==> config.mk <==
export PLATFORM = sky130hd
export DESIGN_NAME = tbm_monitor
export DESIGN_NICKNAME = d
export VERILOG_FILES = /design/src/core/tbm_pkg.sv /design/src/core/tbm_monitor.sv /design/src/core/tbm_sched.sv
export VERILOG_INCLUDE_DIRS = /design/src /design/src/core
export SDC_FILE = /design/constraint.sdc
export NUM_CORES = 1
export LEC_CHECK = 0
export BUFFER_PORTS_ARGS = -buffer_cell sky130_fd_sc_hd__buf_2
export CAP_MARGIN = 20
export CORE_AREA = 2 2 113 115
export CTS_CLUSTER_DIAMETER = 60
export DETAILED_ROUTE_END_ITERATION = 6
export DIE_AREA = 0 0 115 117
export HOLD_SLACK_MARGIN = 0.15
export SYNTH_ARGS = -nofsm -noshare
export SYNTH_HDL_FRONTEND = slang
export SYNTH_HIERARCHICAL = 1
export SYNTH_SLANG_ARGS = --single-unit
==> constraint.sdc <==
create_clock -name clock -period 5.5 [get_ports clock]
set_input_delay 1.65 -clock clock [delete_from_list [all_inputs] [get_ports clock]]
set_output_delay 1.65 -clock clock [all_outputs]
set_load 0.01 [all_outputs]
==> src/core/tbm_cfg.svh <==
// Offsets, field positions, reset values and timing for the monitor
`ifndef TBM_CFG_SVH
`define TBM_CFG_SVH

// Register byte addresses
`define TBM_ADDR_TEST 16'h2500
`define TBM_ADDR_LOAD 16'h2704
`define TBM_ADDR_TEMP_HI 16'h2881
`define TBM_ADDR_TEMP_LO 16'h2882
`define TBM_ADDR_BATT 16'h2885
`define TBM_ADDR_CFG 16'h28A0
`define TBM_ADDR_START 16'h28B4
`define TBM_ADDR_REM_CTRL 16'h2890
`define TBM_ADDR_REM_SUP 16'h2891
`define TBM_ADDR_REM_THI 16'h2892
`define TBM_ADDR_REM_TLO 16'h2893

// Field positions
`define TBM_LOAD_BIT 3
`define TBM_CFG_SUPPLY_BIT 6
`define TBM_CFG_BATT_BIT 4
`define TBM_START_BIT 6
`define TBM_REM_GO_BIT 0
`define TBM_REM_BUSY_BIT 0
`define TBM_MEAS_BUSY_BIT 1

// Reset values
`define TBM_TEST_RST 2'h0
`define TBM_LOAD_RST 1'h0
`define TBM_INTERVAL_RST 3'h0
`define TBM_RESULT8_RST 8'h00
`define TBM_RESULT11_RST 11'h000

// Interval codes
`define TBM_INTERVAL_MANUAL 3'h0
`define TBM_INTERVAL_CONT 3'h7
`define TBM_PERIOD_BASE 4'h3

// Timing
`define TBM_CLOCK_NS 10
`define TBM_SECOND_NS 1000000000

`endif

==> src/core/tbm_pkg.sv <==
// Types shared by the temperature and battery monitor
package tbm_pkg;
  typedef enum logic [0:0] {
    TBM_M_IDLE,
    TBM_M_RUN
  } tbm_meas_e;

  typedef enum logic [2:0] {
    TBM_R_IDLE,
    TBM_R_SUP,
    TBM_R_SUP_W,
    TBM_R_TMP,
    TBM_R_TMP_W
  } tbm_rem_e;

  typedef logic [15:0] tbm_addr_t;
endpackage

==> src/core/tbm_monitor.sv <==
// Temperature and battery monitor: registers, measurement and remote read
//
// Overview of operation
// - Any nonzero test selector makes the sensor oscillator run continuously.
// - Temperature high byte holds bits 10:3, next byte bits 7:5 hold 2:0.
// - With battery measure enabled, each temperature measurement includes battery.
// - Each battery reading is stored in the read-only battery result.
// - Battery-load bit, reset 0, applies the load in normal operating state.
// - In sleep the battery load is always disconnected.
// - Remote supply read requests both remote supply and remote temperature.
// - Interval 0 manual, 1 to 6 periodic 2^(3+code) s, 7 continuous.
// - Trigger starts one manual measurement, cleared at end, ignored asleep.
// - Supply select picks digital supply when 1; battery always in sleep.
//
// Design decision made here: the plain strobed port.
`timescale 1ns/1ps
`include "tbm_cfg.svh"
module tbm_monitor import tbm_pkg::*; #(
  parameter int unsigned SEC_CYCLES = `TBM_SECOND_NS / `TBM_CLOCK_NS
) (
  input wire logic clock,
  input wire logic rst,
  input wire tbm_addr_t reg_addr,
  input wire logic [7:0] reg_wdata,
  input wire logic reg_wr,
  input wire logic reg_rd,
  output logic [7:0] reg_rdata,
  input wire logic sleep_state,
  input wire logic normal_operating_state,
  output logic sense_start,
  output logic sense_batt_en,
  output logic sense_osc_continuous,
  input wire logic sense_done,
  input wire logic [10:0] sense_temp,
  input wire logic [7:0] sense_batt,
  output logic sensor_from_digital,
  output logic battery_load_on,
  output logic remote_req,
  output logic remote_sel,
  input wire logic remote_valid,
  input wire logic [10:0] remote_data
);
  logic [1:0] test_sel;
  logic load_en;
  logic [2:0] interval;
  logic batt_meas_en;
  logic supply_sel;
  logic trigger;
  logic [10:0] temp_result;
  logic [7:0] battery_result;
  logic [7:0] remote_supply_result;
  logic [10:0] remote_temp_result;
  tbm_meas_e mstate;
  tbm_rem_e rstate;
  logic go;
  logic meas_done;
  logic [7:0] next_rdata;

  // Scheduler decides when a new measurement may start
  tbm_sched #(
    .SEC_CYCLES(SEC_CYCLES)
  ) u_sched (
    .clock(clock),
    .rst(rst),
    .interval(interval),
    .trigger(trigger),
    .sleep_state(sleep_state),
    .go(go)
  );

  assign meas_done = (mstate == TBM_M_RUN) && sense_done;

  // Control register writes
  always_ff @(posedge clock) begin
    if (rst) begin
      test_sel <= `TBM_TEST_RST;
      load_en <= `TBM_LOAD_RST;
      interval <= `TBM_INTERVAL_RST;
      batt_meas_en <= 1'b0;
      supply_sel <= 1'b0;
    end else if (reg_wr) begin
      if (reg_addr == `TBM_ADDR_TEST) begin
        test_sel <= reg_wdata[1:0];
      end else if (reg_addr == `TBM_ADDR_LOAD) begin
        load_en <= reg_wdata[`TBM_LOAD_BIT];
      end else if (reg_addr == `TBM_ADDR_CFG) begin
        interval <= reg_wdata[2:0];
        batt_meas_en <= reg_wdata[`TBM_CFG_BATT_BIT];
        supply_sel <= reg_wdata[`TBM_CFG_SUPPLY_BIT];
      end
    end
  end

  // Manual trigger: software write wins, hardware clears on completion
  always_ff @(posedge clock) begin
    if (rst) begin
      trigger <= 1'b0;
    end else if (reg_wr && reg_addr == `TBM_ADDR_START && !sleep_state) begin
      trigger <= reg_wdata[`TBM_START_BIT] &&
                 (interval == `TBM_INTERVAL_MANUAL);
    end else if (meas_done) begin
      trigger <= 1'b0;
    end
  end

  // Measurement sequencer
  always_ff @(posedge clock) begin
    if (rst) begin
      mstate <= TBM_M_IDLE;
      sense_start <= 1'b0;
      sense_batt_en <= 1'b0;
    end else begin
      sense_start <= 1'b0;
      case (mstate)
        TBM_M_IDLE: begin
          if (go) begin
            mstate <= TBM_M_RUN;
            sense_start <= 1'b1;
            sense_batt_en <= batt_meas_en;
          end
        end
        TBM_M_RUN: begin
          if (sense_done) begin
            mstate <= TBM_M_IDLE;
          end
        end
        default: begin
          mstate <= TBM_M_IDLE;
        end
      endcase
    end
  end

  // Results captured only at measurement end; battery result only when battery was measured
  always_ff @(posedge clock) begin
    if (rst) begin
      temp_result <= `TBM_RESULT11_RST;
      battery_result <= `TBM_RESULT8_RST;
    end else if (meas_done) begin
      temp_result <= sense_temp;
      if (sense_batt_en) begin
        battery_result <= sense_batt;
      end
    end
  end

  // Sensor oscillator, supply and battery load controls
  always_ff @(posedge clock) begin
    if (rst) begin
      sense_osc_continuous <= 1'b0;
      sensor_from_digital <= 1'b0;
      battery_load_on <= 1'b0;
    end else begin
      sense_osc_continuous <= (test_sel != 2'h0);
      sensor_from_digital <= supply_sel && !sleep_state;
      battery_load_on <= load_en && normal_operating_state &&
                         !sleep_state;
    end
  end

  // Remote sensor read: supply first, then temperature
  always_ff @(posedge clock) begin
    if (rst) begin
      rstate <= TBM_R_IDLE;
      remote_supply_result <= `TBM_RESULT8_RST;
      remote_temp_result <= `TBM_RESULT11_RST;
    end else begin
      case (rstate)
        TBM_R_IDLE: begin
          if (reg_wr && reg_addr == `TBM_ADDR_REM_CTRL &&
              reg_wdata[`TBM_REM_GO_BIT]) begin
            rstate <= TBM_R_SUP;
          end
        end
        TBM_R_SUP: begin
          rstate <= TBM_R_SUP_W;
        end
        TBM_R_SUP_W: begin
          if (remote_valid) begin
            remote_supply_result <= remote_data[7:0];
            rstate <= TBM_R_TMP;
          end
        end
        TBM_R_TMP: begin
          rstate <= TBM_R_TMP_W;
        end
        TBM_R_TMP_W: begin
          if (remote_valid) begin
            remote_temp_result <= remote_data;
            rstate <= TBM_R_IDLE;
          end
        end
        default: begin
          rstate <= TBM_R_IDLE;
        end
      endcase
    end
  end

  // Request strobes for the remote link
  always_comb begin
    remote_req = (rstate == TBM_R_SUP) || (rstate == TBM_R_TMP);
    remote_sel = (rstate == TBM_R_TMP);
  end

  // Read decode; result registers have no write path
  always_comb begin
    next_rdata = 8'h00;
    if (reg_addr == `TBM_ADDR_TEST) begin
      next_rdata = {6'h00, test_sel};
    end else if (reg_addr == `TBM_ADDR_LOAD) begin
      next_rdata[`TBM_LOAD_BIT] = load_en;
    end else if (reg_addr == `TBM_ADDR_TEMP_HI) begin
      next_rdata = temp_result[10:3];
    end else if (reg_addr == `TBM_ADDR_TEMP_LO) begin
      next_rdata = {temp_result[2:0], 5'h00};
    end else if (reg_addr == `TBM_ADDR_BATT) begin
      next_rdata = battery_result;
    end else if (reg_addr == `TBM_ADDR_CFG) begin
      next_rdata[2:0] = interval;
      next_rdata[`TBM_CFG_BATT_BIT] = batt_meas_en;
      next_rdata[`TBM_CFG_SUPPLY_BIT] = supply_sel;
    end else if (reg_addr == `TBM_ADDR_START) begin
      next_rdata[`TBM_START_BIT] = trigger;
    end else if (reg_addr == `TBM_ADDR_REM_CTRL) begin
      next_rdata[`TBM_REM_BUSY_BIT] = (rstate != TBM_R_IDLE);
      next_rdata[`TBM_MEAS_BUSY_BIT] = (mstate == TBM_M_RUN);
    end else if (reg_addr == `TBM_ADDR_REM_SUP) begin
      next_rdata = remote_supply_result;
    end else if (reg_addr == `TBM_ADDR_REM_THI) begin
      next_rdata = remote_temp_result[10:3];
    end else if (reg_addr == `TBM_ADDR_REM_TLO) begin
      next_rdata = {remote_temp_result[2:0], 5'h00};
    end
  end

  // Read data stands only in the cycle after the read strobe
  always_ff @(posedge clock) begin
    if (rst) begin
      reg_rdata <= 8'h00;
    end else begin
      reg_rdata <= reg_rd ? next_rdata : 8'h00;
    end
  end
endmodule

==> src/core/tbm_sched.sv <==
// Measurement scheduler: manual, periodic and continuous start requests
`timescale 1ns/1ps
`include "tbm_cfg.svh"
module tbm_sched import tbm_pkg::*; #(
  parameter int unsigned SEC_CYCLES = `TBM_SECOND_NS / `TBM_CLOCK_NS
) (
  input wire logic clock,
  input wire logic rst,
  input wire logic [2:0] interval,
  input wire logic trigger,
  input wire logic sleep_state,
  output logic go
);
  logic [31:0] sec_cnt;
  logic [9:0] secs;
  logic tick_go;
  logic [10:0] period;
  logic periodic;

  // Period in seconds is two to the power of three plus the code
  always_comb begin
    period = 11'd1 << (`TBM_PERIOD_BASE + {1'b0, interval});
    periodic = (interval != `TBM_INTERVAL_MANUAL) &&
               (interval != `TBM_INTERVAL_CONT);
  end

  // Second prescaler and seconds counter, idle outside periodic codes
  always_ff @(posedge clock) begin
    if (rst || !periodic) begin
      sec_cnt <= 32'h0;
      secs <= 10'h000;
      tick_go <= 1'b0;
    end else if (sec_cnt == 32'(SEC_CYCLES - 1)) begin
      sec_cnt <= 32'h0;
      if (secs == 10'(period - 11'd1)) begin
        secs <= 10'h000;
        tick_go <= 1'b1;
      end else begin
        secs <= secs + 10'h001;
        tick_go <= 1'b0;
      end
    end else begin
      sec_cnt <= sec_cnt + 32'h1;
      tick_go <= 1'b0;
    end
  end

  // Start request; manual trigger is ignored while asleep
  always_comb begin
    go = tick_go ||
         (interval == `TBM_INTERVAL_CONT) ||
         ((interval == `TBM_INTERVAL_MANUAL) && trigger &&
          !sleep_state);
  end
endmodule

Yosys cells after proc, flatten, opt, wreduce, memory -nomap -nowiden:

Index checks and enable logic that the tools add are counted.

* flip-flop bits (word level): 107
* bits in latches: 0
* RAM bits: 0
* bits in read-only memories: 0
* input bits: 62
* output and inout port bits: 15
* logic and storage cells: 126
* memories kept: 0

* add/sub/neg operators: 4
* multiply operators: 0
* divide/modulo/power cells: 0
* order comparisons: 0
* equality and inequality tests: 22
* shift-type cells: 1
* muxes and demuxes: 33
* bitwise gates (word level): 5
* reduce and logical (&&, ||, !) cells: 38

Operators with widths (count)
* equality test 16 x 14 -> 1 bit, second input constant: 11
* two-way mux 8 bit: 8
* adder 32 x 1 -> 32 bit, second input constant: 1
* equality test 32 x 27 -> 1 bit, second input constant: 1
* one-hot mux 3 bit (5 select lines): 1
* two-way mux 1 bit: 13
* logical AND 1 bit: 12
* two-way mux 3 bit: 4
* two-way mux 6 bit: 2
* adder 10 x 1 -> 10 bit, second input constant: 1
* equality test 10 bit: 1
* two-way mux 10 bit: 1
* AND reduction 2 bit: 5
* left shift 1 x 4 -> 10 bit, first input constant: 1
* subtractor 10 x 1 -> 10 bit, second input constant: 1
* OR reduction 2 bit: 4
* equality test 3 x 2 -> 1 bit, second input constant: 2
* equality test 3 bit, second input constant: 2
* zero test 3 bit: 2
* two-way mux 2 bit: 3
* inequality test 2 bit, second input constant: 3
* AND reduction 3 bit: 2
* nonzero test 3 bit: 2
* NOT 1 bit: 5
* other kinds (10): 15

Longest topological paths before layout:

* depth after elaboration: 14
* mapped depth: 15
* depth with buffers taken out: 11

Hierarchy:

The synthesis kept the hierarchy.

Modules (own cells, without submodules)
* tbm_monitor: times used 1, cells an instance 350, area an instance 2897.8 um2, seq. area each 1281.2 um2
* tbm_sched: times used 1, cells an instance 296, area an instance 2522.4 um2, seq. area each 860.8 um2

Least setup slack after synthesis:

OpenSTA, ideal clock, no wires.

* path kind: register -> register
* start: reg interval[1]
* end: reg u_sched.secs[2]
* setup time: 0.132 ns
* arrival time: 3.453 ns
* required time: 5.368 ns
* path slack: 1.915 ns
* cell stages (with the launch flop): 15
* path buffers: 5
* clock period less this slack: 3.585 ns
* path through: dfxtp_1 -> buf_6 -> buf_6 -> nor2_1 -> ha_1 -> buf_2 -> buf_2 -> or4b_2 -> ha_1 -> buf_2 -> o31a_1 -> a21boi_0 -> o2111ai_1 -> nor4b_4 -> nor3_1

* cells in the longest elaborated chain, start to end: 5
* elaborated cells on any way between the ends: 10
* classes of those cells: 2 x add/sub; 2 x eq/ne; 1 x shift; 1 x mux; 4 x reduce/logical

RTL lines
* start: declaration: RTL line tbm_monitor.sv:45 `logic [2:0] interval;`
* start signal: assignment: RTL line tbm_monitor.sv:78 `` interval <= `TBM_INTERVAL_RST; ``
* start signal: assignment: RTL line tbm_monitor.sv:87 `interval <= reg_wdata[2:0];`
* adder 2 x 3 -> 4 bit (no source line)
* left shift 1 x 4 -> 10 bit: RTL line tbm_sched.sv:22 `` period = 11'd1 << (`TBM_PERIOD_BASE + {1'b0, interval}); ``
* subtractor 10 x 1 -> 10 bit: RTL line tbm_sched.sv:35 `if (secs == 10'(period - 11'd1)) begin`
* equality test 10 bit: RTL line tbm_sched.sv:35
* two-way mux 10 bit: RTL line tbm_sched.sv:35
* end signal: assignment: RTL line tbm_sched.sv:39 `secs <= secs + 10'h001;`
* end: declaration: RTL line tbm_sched.sv:15 `logic [9:0] secs;`

Several ways; a longest one is shown, not always the timed one.
A chain may end at the register's enable or synchronous reset.

Worst setup path after layout:

* start: reg interval[1]
* end: reg u_sched.secs[5]

Same word-level chain as after synthesis.

==> results.toml <==
[outcome]
status = "finished clean"

[logic_synthesis]
synthTopCellsByArea = "dfxtp_1, nand2_1, a21oi_1"
seq_area_frac_synth_pct = 39.52
post-synth-top-area-fraction_pct = 39.52
avgSynthCellArea_sq_um = 8.390
synth-seq-cells = 107
yosys.area.top_type = "dfxtp_1"
synth_cells = 646
async_flop_share_pct = 0
synth_cell_types = 70
synth_warnings = 6
syn_nets = 712
synth_edf_count = 0
synthesis.area_sq_mm = 0.005420
ys.flop_type = "dfxtp_1"

[place]
gp_congestion = 0.8849
dp_hpwl_um = 9807
place_inst = 835
io_buffers = 74

[global_routing]
grt_overflow = 0
grt_start_max_net_pins = 59
grt_pass1_vias = 4538
antenna_found_initial = 1
grt_pass1_wl_um = 21850
grt_util_all_layers_pct = 20.47

[finish]
final_cells = 853
layout-drive-gt1-share_pct = 17.09
nets = 763
final_cell_mix = "dfxtp_1, nand2_1, buf_2"
area_delta_synth_final_pct = 13.18
final_common_cell = "dfxtp_1"

[cts]
path_clk_slew_ns = 0.07
postCtsSetupBuffers = 0
cts-root-buf = "clkbuf_16"
clock_path_buffers = 2
clk_latency_ns = 0.35
htree_levels = 3
cts_resized = 0
ctsHoldBuffers = 0
numCtsBuffers = 9
cts_tree = "built"
cts_sinks = 107

[timing]
final-setup-viol-count = 0
finalCriticalPeriod_ns = 4.210
finalCritPeriodShare_pct = 76.55
setup-tns-final_ns = 0
hold_viol = 0
drv_slew = 0
rsz0062_at_grt = "no"
tightestPinTransition_ns = 0.8719
finalClockSkew_ns = 0.006966
holdWs_ns = 0.4557
relSlewSlack_pct = 41.55
fmax_ghz = 0.2375

[run]
max_cap_viol_count = 0

[worst_setup_path]
critPathArrivalTime_ns = 4.43
path_class = "reg2reg"
crit_slowest_cell = "dfxtp_1"
cp-end-kind = "flip-flop"
slowest_delay_ns = 0.79
critPathMostFrequentCell = "ha_1"
crit_required_ns = 5.72
cp_max_fo = 24
path_cells = "nor2_1, ha_1, or4b_2, ha_1, nor4bb_1, a311oi_1, and3b_1, o2111ai_1, nor4b_4, nor3_1"
startpoint_type = "flip-flop"

[floorplan]
core_area_sq_mm = 0.01231
ios = 77
die_w_um = 115
dieArea_sq_mm = 0.01346
start_util_pct = 44.02
rows = 41
die_h_um = 117

[power_and_ir_drop]
p_leak_nw = 2.055
max-vdd-ir-drop_mv = 0.1439
power.density_mw_per_mm2 = 247.3

[drt]
antenna_left = 0
wl_per_cell_um = 15.70
drcViolationCount = 0
num_vias = 4747
vias_per_cell = 5.565
routed_wirelength_um = 13390
drt_iter0_drc = 266
firstDrtPassIters = 7

[hold_path]
hold_class = "reg2reg"
-- cell type report --
| class | instances | area (sq um) |
|---|---|---|
| clock buffer | 9 | 225.2 |
| multi-input combinational | 495 | 3058 |
| inverter | 7 | 26.28 |
| sequential | 107 | 2142 |
| antenna | 1 | 2.502 |
| timing repair buffer | 77 | 400.4 |
| clock inverter | 7 | 92.59 |
| fill | 1185 | 6177 |
| tap | 150 | 187.7 |
-- flip-flops by register name (all words and copies together) (netlist names) --
signal,cells
mstate,1
rstate,3
sensor_from_digital,1
temp_result,11
reg_rdata,8
load_en,1
test_sel,2
interval,3
remote_supply_result,8
battery_result,8
batt_meas_en,1
u_sched/sec_cnt,32
remote_temp_result,11
supply_sel,1
u_sched/tick_go,1
sense_osc_continuous,1
sense_start,1
trigger,1
battery_load_on,1
sense_batt_en,1
u_sched/secs,10
-- power breakdown --
part / switching (W) / total [W] / internal, W
clock network: 0.000289 / 0.000687 / 0.000397
logic: 0.0000339 / 0.0000565 / 0.0000226
registers: 0.00000000175 / 0.000774 / 0.000774
total: 0.000323 / 0.00152 / 0.00119
-- kinds of logic after synthesis --
logic type / share of synthesized area [%]
adders and majority gates: 1.108
muxes: 2.839
buffers and inverters: 4.063
and+or+nand+nor: 32.13
xor gates and xnor gates: 7.248
AOI/OAI and AO/OA: 13.09
DFF: 39.52
-- synthesized netlist by cell type, types with 3 or more instances --
library cell and n:
ha_1 4, o21ai_0 5, xor2_1 29, nor4b_1 5, mux2i_1 12, buf_2 8, buf_1 3, dfxtp_1 107
a211oi_1 11, and3_1 10, nand2_1 100, nand3_1 32, nor4bb_1 3, and4_1 3, o21ai_1 3, nor3b_1 3
buf_6 5, nor3_1 18, or4_1 3, or4b_2 4, o21bai_1 3, nor2b_1 6, xnor2_1 14, and2_1 7
nand4_1 20, nor4_4 3, inv_1 7, a21oi_1 52, mux2_2 3, nor4_1 11, o21a_1 3, o22ai_1 6
nor2_1 65, nor4_2 3, or3_1 5, clkbuf_1 19, nand2b_1 7, a22oi_1 6
-- critical path: cells and delay by family (launching register included) --
kind            cells  cell delay [ns]
simple gates        6             1.86
fa+ha+maj           2             0.85
flops               1             0.79
compound gates      2             0.56
-- worst paths after layout --
check,from,end,slack [ns],cells after the start
worst max-delay path,interval[1],u_sched/secs[5],1.29,10
worst min-delay path,remote_temp_result[9],remote_temp_result[9],0.46,2
worst max register to register,interval[1],u_sched/secs[5],1.29,10
worst min register to register,remote_temp_result[9],remote_temp_result[9],0.46,2
-- through the flow --
| stage | setup WS, ns | cell area [sq um] | power, W | utilization [%] |
|---|---|---|---|---|
| 6_report | 1.290 | 6135 | 0.001517 | 49.83 |
| 5_1_grt | 0.9256 | 6132 | 0.001571 | 49.81 |
| 4_1_cts | 1.278 | 6117 | 0.001537 | 49.69 |
| 3_5_place_dp | 1.289 | 5799 | 0.0008485 | 47.10 |
| 3_3_place_gp | 1.449 | 5799 | 0.0008472 | 47.10 |
| 2_1_floorplan | 1.915 | 5420 | 0.0008168 | - |
-- per-layer routing --
metal | share of wire (%) | vias up | global-route usage [%]
li1 | - | 2412 | -
met1 | 45 | 2224 | 25.00
met2 | 49 | 90 | 35.73
met3 | 3.9 | 21 | 3.708
met4 | 2.2 | 0 | 8.434
met5 | 0 | - | 0
Power figures use the tool's default switching activity.
